**src/shared/pls_map.svh**
```systemverilog
// named constants for the processor-bus / PCI byte-lane steering block
// assumes an eight-lane (64-bit) processor bus and PCI data path
`ifndef PLS_MAP_SVH
`define PLS_MAP_SVH

`define PLS_LANES        8        // byte lanes on each side
`define PLS_BYTE_W       8        // bits per lane
`define PLS_DATA_W       64       // lanes times byte width

// transfer sizes in bytes
`define PLS_SZ_BYTE      4'h1
`define PLS_SZ_HALF      4'h2
`define PLS_SZ_TRI       4'h3
`define PLS_SZ_WORD      4'h4
`define PLS_SZ_FIVE      4'h5
`define PLS_SZ_SIX       4'h6
`define PLS_SZ_SEVEN     4'h7
`define PLS_SZ_DOUBLE    4'h8

// size code on the processor bus: 1..7 bytes as is, 0 means eight
`define PLS_CODE_DOUBLE  3'h0
`define PLS_CODE_BYTE    3'h1

// low address munge patterns
`define PLS_MUNGE_BYTE   3'h7
`define PLS_MUNGE_HALF   3'h6
`define PLS_MUNGE_WORD   3'h4
`define PLS_MUNGE_NONE   3'h0

`define PLS_ADDR_ZERO    3'h0
`define PLS_ADDR_STEP    3'h1
`define PLS_IDX_ZERO     4'h0
`define PLS_IDX_STEP     4'h1

`endif

```
**src/shared/pls_pkg.sv**
```systemverilog
// types shared by the lane steering block
// assumes pls_map.svh is on the include path
`include "pls_map.svh"

package pls_pkg;

  // endian selector as carried with each request
  typedef enum logic [1:0] {
    PLS_END_BIG       = 2'b00,  // address invariant
    PLS_END_PPC_LE    = 2'b01,  // lane swap plus address munge
    PLS_END_LITTLE    = 2'b10,  // lane swap, no address change
    PLS_END_PPC_LE_P1 = 2'b11   // munging flavour for dma to the first pci bus
  } pls_endian_e;

  // initiator state machine
  typedef enum logic [1:0] {
    PLS_IDLE = 2'b00,  // waiting for a request
    PLS_LOAD = 2'b01,  // building the next beat
    PLS_WAIT = 2'b10   // beat on the bus, waiting for ack
  } pls_state_e;

  // request from a pci-side master or dma channel
  typedef struct packed {
    logic [2:0]             addr;   // start address, low three bits
    logic [3:0]             size;   // bytes, 1..8
    pls_endian_e            mode;   // endian selector
    logic                   burst;  // burst or extended cycle
    logic [`PLS_DATA_W-1:0] data;   // data on pci lanes
  } pls_req_s;

  // one processor-bus beat
  typedef struct packed {
    logic [2:0]             proc_address_bus;        // possibly munged low address
    logic [2:0]             proc_transfer_size_code; // 0 means eight bytes
    logic [`PLS_DATA_W-1:0] data;                    // data on processor lanes
    logic [`PLS_LANES-1:0]  proc_lane_en;            // processor lanes in use
    logic [`PLS_LANES-1:0]  pci_byte_en;             // matching pci lanes
  } pls_beat_s;

endpackage

```
**src/logic/pls_lane_steer.sv**
```systemverilog
// byte-lane steering and address adjustment between processor bus and pci
// assumes requests and acks arrive from logic on ref_clk_i; only reset is asynchronous
`timescale 1ns/100ps
`include "pls_map.svh"

module pls_lane_steer (
  // clock and reset
  input  wire logic              ref_clk_i,                    // 200 MHz
  input  wire logic              rst_n_i,                      // asynchronous, active low
  // requests from pci-side masters and dma
  input  wire logic              req_valid_i,                  // request present
  input  pls_pkg::pls_req_s      req_i,                        // request contents
  output logic                   req_ready_o,                  // request taken when high
  // processor-side initiator beats
  output logic                   proc_valid_o,                 // beat on the bus
  output pls_pkg::pls_beat_s     proc_beat_o,                  // beat contents
  input  wire logic              proc_ack_i,                   // beat completed
  // processor-side target alignment check
  input  wire logic              slv_start_i,                  // transfer start, one cycle
  input  wire logic [2:0]        slv_size_code_i,              // size code, 0 means eight
  input  wire logic [2:0]        slv_addr_i,                   // low address bits
  input  pls_pkg::pls_endian_e   slv_mode_i,                   // mode of the hit image
  output logic                   proc_transfer_error_ack_n_o   // error ack, active low pulse
);

  // reset release synchroniser
  logic rst_meta;  // first stage, read only by the second
  logic rst_n;     // released reset used everywhere

  always_ff @(posedge ref_clk_i or negedge rst_n_i) begin
    if (!rst_n_i) begin
      rst_meta <= 1'b0;
      rst_n    <= 1'b0;
    end else begin
      rst_meta <= 1'b1;
      rst_n    <= rst_meta;
    end
  end

  // munging modes: both munging selectors behave alike here, dma picks the flavour
  function automatic logic is_munge(input pls_pkg::pls_endian_e m);
    return (m == pls_pkg::PLS_END_PPC_LE) || (m == pls_pkg::PLS_END_PPC_LE_P1);
  endfunction

  // natural alignment of a transfer
  function automatic logic is_aligned(input logic [2:0] a, input logic [3:0] sz);
    case (sz)
      `PLS_SZ_BYTE:   is_aligned = 1'b1;
      `PLS_SZ_HALF:   is_aligned = (a[0] == 1'b0);
      `PLS_SZ_WORD:   is_aligned = (a[1:0] == 2'b00);
      `PLS_SZ_DOUBLE: is_aligned = (a == `PLS_ADDR_ZERO);
      default:        is_aligned = 1'b0;
    endcase
  endfunction

  // processor lanes covered; lane 0 is the lowest address
  function automatic logic [`PLS_LANES-1:0] lane_mask(input logic [2:0] a, input logic [3:0] sz);
    logic [8:0]  ones;
    logic [15:0] sh;
    ones = 9'((9'h001 << sz) - 9'h001);
    sh   = 16'(16'(ones) << a);
    return sh[`PLS_LANES-1:0];
  endfunction

  // lane enables as the mirror presents them on the other side
  function automatic logic [`PLS_LANES-1:0] mirror_lanes(input logic [`PLS_LANES-1:0] m);
    for (int k = 0; k < `PLS_LANES; k++) begin
      mirror_lanes[k] = m[`PLS_LANES-1-k];
    end
  endfunction

  // bytes to size code: eight wraps to zero
  function automatic logic [2:0] size_code(input logic [3:0] sz);
    return sz[2:0];
  endfunction

  // target-side error: sizes the munging mode cannot carry
  function automatic logic tea_case(input logic [2:0] code, input logic [2:0] a);
    logic [3:0] sz;
    sz = (code == `PLS_CODE_DOUBLE) ? `PLS_SZ_DOUBLE : {1'b0, code};
    return (sz == `PLS_SZ_TRI) || (sz == `PLS_SZ_FIVE) || (sz == `PLS_SZ_SIX) ||
           (sz == `PLS_SZ_SEVEN) || ((sz == `PLS_SZ_HALF) && a[0]);
  endfunction

  // initiator state
  pls_pkg::pls_state_e state, next_state;  // sequencing
  pls_pkg::pls_req_s   req, next_req;      // request held for all its beats
  logic                split, next_split;  // request goes out byte by byte
  logic [3:0]          idx, next_idx;      // byte cursor while splitting
  pls_pkg::pls_beat_s  beat, next_beat;    // registered bus beat
  logic [2:0]          raw_addr, next_raw_addr;  // unmunged address of the beat

  // beat building
  logic [2:0]             cur_addr;   // address of the beat being built
  logic [3:0]             cur_size;   // bytes in that beat
  logic [`PLS_LANES-1:0]  cur_lanes;  // processor lanes used
  logic [`PLS_DATA_W-1:0] map_data;   // pci data moved onto processor lanes
  logic [`PLS_LANES-1:0]  map_mask;   // processor lanes moved onto pci lanes
  logic [2:0]             munge;      // xor pattern for the address
  logic                   swap;       // lane mirror in effect

  // one lane crossbar serves both directions since the mirror is its own inverse
  pls_lane_map #(.LANES(`PLS_LANES)) u_map (
    .swap_i (swap),
    .data_i (req.data),
    .mask_i (cur_lanes),
    .data_o (map_data),
    .mask_o (map_mask)
  );

  // address, size and munge of the beat that is about to go out
  always_comb begin
    cur_addr  = split ? 3'(req.addr + idx[2:0]) : req.addr;
    cur_size  = split ? `PLS_SZ_BYTE : req.size;
    cur_lanes = lane_mask(cur_addr, cur_size);
    // msb sits at the low processor address and the high pci lane
    swap      = (req.mode != pls_pkg::PLS_END_BIG);
    munge     = `PLS_MUNGE_NONE;
    if (is_munge(req.mode) && !req.burst) begin
      case (cur_size)
        `PLS_SZ_BYTE: munge = `PLS_MUNGE_BYTE;
        `PLS_SZ_HALF: munge = `PLS_MUNGE_HALF;
        `PLS_SZ_WORD: munge = `PLS_MUNGE_WORD;
        default:      munge = `PLS_MUNGE_NONE;       // doublewords stay put
      endcase
    end
  end

  // next-state logic of the initiator
  always_comb begin
    next_state    = state;
    next_req      = req;
    next_split    = split;
    next_idx      = idx;
    next_beat     = beat;
    next_raw_addr = raw_addr;
    case (state)
      pls_pkg::PLS_IDLE: begin
        if (req_valid_i) begin
          // mode travels with each request, so it may differ every time
          next_req   = req_i;
          next_split = is_munge(req_i.mode) && !is_aligned(req_i.addr, req_i.size);
          next_idx   = `PLS_IDX_ZERO;
          next_state = pls_pkg::PLS_LOAD;
        end
      end
      pls_pkg::PLS_LOAD: begin
        next_beat.proc_address_bus        = cur_addr ^ munge;
        next_beat.proc_transfer_size_code = size_code(cur_size);
        next_beat.data                    = map_data;
        next_beat.proc_lane_en            = cur_lanes;
        next_beat.pci_byte_en             = map_mask;
        next_raw_addr                     = cur_addr;
        next_state                        = pls_pkg::PLS_WAIT;
      end
      pls_pkg::PLS_WAIT: begin
        if (proc_ack_i) begin
          // a split request walks its bytes in address order
          if (split && ((idx + `PLS_IDX_STEP) < req.size)) begin
            next_idx   = idx + `PLS_IDX_STEP;
            next_state = pls_pkg::PLS_LOAD;
          end else begin
            next_state = pls_pkg::PLS_IDLE;
          end
        end
      end
      default: next_state = pls_pkg::PLS_IDLE;
    endcase
  end

  // initiator registers
  always_ff @(posedge ref_clk_i or negedge rst_n) begin
    if (!rst_n) begin
      state    <= pls_pkg::PLS_IDLE;
      req      <= '0;
      split    <= 1'b0;
      idx      <= `PLS_IDX_ZERO;
      beat     <= '0;
      raw_addr <= `PLS_ADDR_ZERO;
    end else begin
      state    <= next_state;
      req      <= next_req;
      split    <= next_split;
      idx      <= next_idx;
      beat     <= next_beat;
      raw_addr <= next_raw_addr;
    end
  end

  // handshakes straight from the state; data from the beat register
  assign req_ready_o  = (state == pls_pkg::PLS_IDLE);
  assign proc_valid_o = (state == pls_pkg::PLS_WAIT);
  assign proc_beat_o  = beat;

  // target-side error acknowledge, one cycle after the start
  logic tea_n, next_tea_n;  // registered, active low

  always_comb begin
    next_tea_n = !(slv_start_i && is_munge(slv_mode_i) && tea_case(slv_size_code_i, slv_addr_i));
  end

  always_ff @(posedge ref_clk_i or negedge rst_n) begin
    if (!rst_n) begin
      tea_n <= 1'b1;
    end else begin
      tea_n <= next_tea_n;
    end
  end

  assign proc_transfer_error_ack_n_o = tea_n;
endmodule

```
**src/logic/pls_lane_map.sv**
```systemverilog
// byte-lane crossbar between processor lanes and pci lanes
// assumes lane k of a bus is bits [8k+7:8k]; the swap is its own inverse
`timescale 1ns/100ps
`include "pls_map.svh"

module pls_lane_map #(
  parameter int LANES = `PLS_LANES
) (
  // control
  input  wire logic                            swap_i,  // mirror lanes k and lanes-1-k
  // data and enables in
  input  wire logic [LANES*`PLS_BYTE_W-1:0]    data_i,  // data, one side
  input  wire logic [LANES-1:0]                mask_i,  // lane enables, other side
  // mapped out
  output logic      [LANES*`PLS_BYTE_W-1:0]    data_o,  // data, steered
  output logic      [LANES-1:0]                mask_o   // enables, steered
);

  // one lane per iteration; a swap keeps significance, a straight copy keeps address
  for (genvar k = 0; k < LANES; k++) begin : g_lane
    assign data_o[k*`PLS_BYTE_W +: `PLS_BYTE_W] =
      swap_i ? data_i[(LANES-1-k)*`PLS_BYTE_W +: `PLS_BYTE_W]
             : data_i[k*`PLS_BYTE_W +: `PLS_BYTE_W];
    assign mask_o[k] = swap_i ? mask_i[LANES-1-k] : mask_i[k];
  end

endmodule

```
**config.mk**
```make
export PLATFORM = sky130hd
export DESIGN_NAME = pls_lane_steer
export DESIGN_NICKNAME = d
export VERILOG_FILES = /design/src/shared/pls_pkg.sv /design/src/logic/pls_lane_steer.sv /design/src/logic/pls_lane_map.sv
export VERILOG_INCLUDE_DIRS = /design/src /design/src/shared
export SDC_FILE = /design/constraint.sdc
export NUM_CORES = 1
export LEC_CHECK = 0
export ABC_AREA = 1
export BUFFER_PORTS_ARGS = -buffer_cell sky130_fd_sc_hd__buf_2
export CORE_ASPECT_RATIO = 1.5
export CORE_UTILIZATION = 30
export DETAILED_ROUTE_END_ITERATION = 8
export GPL_ROUTABILITY_DRIVEN = 0
export PLACE_DENSITY_LB_ADDON = 0.05
export SETUP_SLACK_MARGIN = 0.02
export SYNTH_ARGS = -nofsm -noshare
export SYNTH_HDL_FRONTEND = slang
export SYNTH_SLANG_ARGS = --single-unit
export TNS_END_PERCENT = 1
```
**constraint.sdc**
```tcl
create_clock -name ref_clk_i -period 5 [get_ports ref_clk_i]
set_input_delay 1.5 -clock ref_clk_i [delete_from_list [all_inputs] [get_ports ref_clk_i]]
set_output_delay 1.5 -clock ref_clk_i [all_outputs]
set_load 0.05 [all_outputs]
```
==> key figures <==
Cells and area
  – Register area: 4260 um2
  – Commonest cells after routing, fill and taps aside: 355 x nand2_1, 172 x buf_2, 168 x dfrtp_1
  – Most common cell after layout, fill and taps aside: nand2_1
  – P&R area growth vs syn: 24.3%
  – Fill cells: 2,666
  – Nets: ~1,200
  – Multi-input logic area: between 3000 and 4000 um2
  – Layout cells sized above 1: 0.212

STA
  – Slew Viols, Final: 0
  – Final setup viols: 0
  – RSZ-0062 raised after global routing: no
  – Hold WS: between 0.2 and 0.3 ns
  – Final period util: 0.578
  – Setup_tns: 0 ns
  – Achievable Freq: between 0.3 and 0.4 GHz
  – Worst-Margin Slew: 0.878 ns
  – Tmin final: about 2.9 ns
  – Final hold vios: 0
  – Slew HR: 0.415
  – Setup Skew: ~0.0064 ns
  – Final worst setup slack: 2.11 ns

Setup path
  – CP Cell Sequence: nor2_1 -> buf_2
  – Critical Path Sink Type: output pin
  – CP delay by family, top: flip-flops
  – CP required: 3.50 ns
  – Worst setup SP type: register
  – Slowest CP cell: dfrtp_1
  – Worst Setup Path Type: reg -> out
  – CP max stage delay: between 0.4 and 0.5 ns
  – Crit Path Max Fanout: 3
  – CP Buf/Inv Count: 1
  – Worst Path Arrival: 1.39 ns

Global route
  – Gr ovfl total: 0
  – Largest net degree at the start of global routing: 140
  – Vias in the first global route: 6,595
  – Antenna violations before repair: 5
  – GRT Total Usage: 0.185
  – First-pass GRT wire length: 36,700 um

Drt
  – Routed WL per cell: 16.1 um
  – Iter 0 DRT Violations: 300
  – Drt drc: 0
  – Vias per cell: around 4.7
  – Vias: 6,597
  – Post-Route WL: approximately 23,000 um
  – Detail Route Antenna Nets: 0
  – Drt pass-1 iters: 4

Power and ir drop
  – Logic pwr share: 0.497
  – Leak: 4.88 nW
  – Total Power: a little under 8 mW
  – Sequential power share: 0.316
  – Reported net switching power: 3.92 mW
  – Sw Ratio: 0.502
  – Clock power share: 0.187
  – VDD IR-drop max: 0.000275 V
  – Internal Pwr Total: slightly below 4 mW
  – Power Dens Cells: 831 nW/um2

Floorplanning
  – Die height: 196 um
  – Die W: between 100 and 150 um
  – Area of the core: 24,500 um2
  – Standard-cell row count: 70
  – Initial Util: 0.308
  – # IOs: 176
  – Die area: 25,800 um2

Clock tree
  – Post_cts resized: 0
  – CTS Buffer Depth: 2
  – CTS tree: built
  – Latest clock arrival within the worst-skew pair: 0.43 ns
  – H-tree Lvls: 4
  – Total clock sinks: 170
  – Worst-path clk slew: roughly 0.070 ns
  – Post-CTS setup buffer count: 0
  – Num CTS Buffers: 17
  – Post-CTS Hold Fix Bufs: 0
  – Root buf cell: clkbuf_16

Synth
  – Seq cells post-synth: between 150 and 200
  – Synthesized area per cell: 8.15 um2
  – Dominant synthesized flop cell: dfrtp_1
  – EDFF count, synth: 0
  – Netlist Area Pre-Place: 7560 um2
  – Synth warn: 0
  – Async set-reset flop share out of synthesis: 1.00
  – Net count after synthesis: 1,021
  – Cells after synthesis: 927
  – Cell variety after synth: 35
  – Sequential area share after synthesis: 0.563

Place
  – IO buf count: 172
  – DP HPWL: 14,700 um
  – Pre-CTS setup slack: 1.77 ns

Min path
  – HP Class: reg -> async

Run
  – Total of max-cap violations: 0

Run status
  – Status: finished clean
-- cells in the mapped netlist, types with 3 or more instances --
cell type,number,area share
nand3_1,29,0.019
clkbuf_1,41,0.020
dfrtp_1,169,0.56
buf_2,4,0.0026
nor2_1,90,0.045
inv_1,24,0.012
ha_1,6,0.0099
o21ai_1,3,0.0020
a21oi_1,14,0.0093
xor2_1,6,0.0070
a31oi_1,4,0.0033
nand2_1,357,0.18
o21ai_0,149,0.099
inv_2,4,0.0020
nand4_1,3,0.0025
-- metrics by stage --
stage | cells | area (um2) | utilization
2_1_floorplan | 927 | 7560 | -
3_3_place_gp | 1383 | 8730 | 0.356
3_5_place_dp | 1383 | 8730 | 0.356
4_1_cts | 1415 | 9390 | 0.383
5_1_grt | 1416 | 9390 | 0.383
6_report | 1418 | 9390 | 0.383
-- cell type report --
type / count / share of cell area
Sequential cell: 170 / 0.453
Multi-Input combinational cell: 678 / 0.321
Timing Repair Buffer: 180 / 0.0994
Clock buffer: 22 / 0.0526
Tap cell: 324 / 0.0432
Clock inverter: 10 / 0.0173
Inverter: 31 / 0.0127
Antenna cell: 3 / 0.000799
-- metal layers --
| metal | up-vias | part of all wire | global-route usage |
|---|---|---|---|
| li1 | 3293 | - | - |
| met1 | 3127 | 0.41 | 0.207 |
| met2 | 143 | 0.52 | 0.328 |
| met3 | 30 | 0.051 | 0.0548 |
| met4 | 4 | 0.021 | 0.0724 |
| met5 | - | 0.00079 | 0 |
-- power by group through the flow --
stage	clock (mW)	combinational, mW	sequential [mW]
2_1_floorplan	0	1.82	3.49
3_3_place_gp	0	3.92	2.50
3_5_place_dp	0	3.94	2.49
4_1_cts	1.51	3.94	2.47
5_1_grt	1.56	4.32	2.55
6_report	1.46	3.88	2.46
-- flip-flops by register name, indices dropped and copies added (netlist names) --
register	flops
idx	4
proc_beat_o	86
proc_transfer_error_ack_n_o	1
req	74
rst_meta	1
rst_n	1
split	1
state	2
-- cell families (layout without fill, tap and decap cells) --
logic type,Yosys count,after routing,share of synthesized area
fa+ha+maj,7,7,0.0126
compound gates,179,179,0.126
simple gates,484,484,0.248
other cells,1,4,0.000496
flops,170,170,0.563
mux,1,1,0.00149
buf+inv,79,243,0.0412
xor+xnor,6,6,0.00695
-- final timing paths --
path	from	end	slack, ns	cells past startpoint
worst max register to register	idx[0]$_DFFE_PN0P_	proc_beat_o[5]$_DFFE_PN0N_	2.42	10
worst min register to register	rst_n$_DFF_PN0_	proc_beat_o[56]$_DFFE_PN0N_	0.27	0
worst min-delay path	rst_n$_DFF_PN0_	proc_beat_o[56]$_DFFE_PN0N_	0.27	0
max in group asynchronous	rst_n$_DFF_PN0_	proc_beat_o[37]$_DFFE_PN0N_	3.61	1
worst max-delay path	state[0]$_DFFE_PN0P_	req_ready_o	2.11	2
min in group ref_clk_i	rst_meta$_DFF_PN0_	rst_n$_DFF_PN0_	0.35	0
No activity file was read; power rests on OpenSTA's default activity.
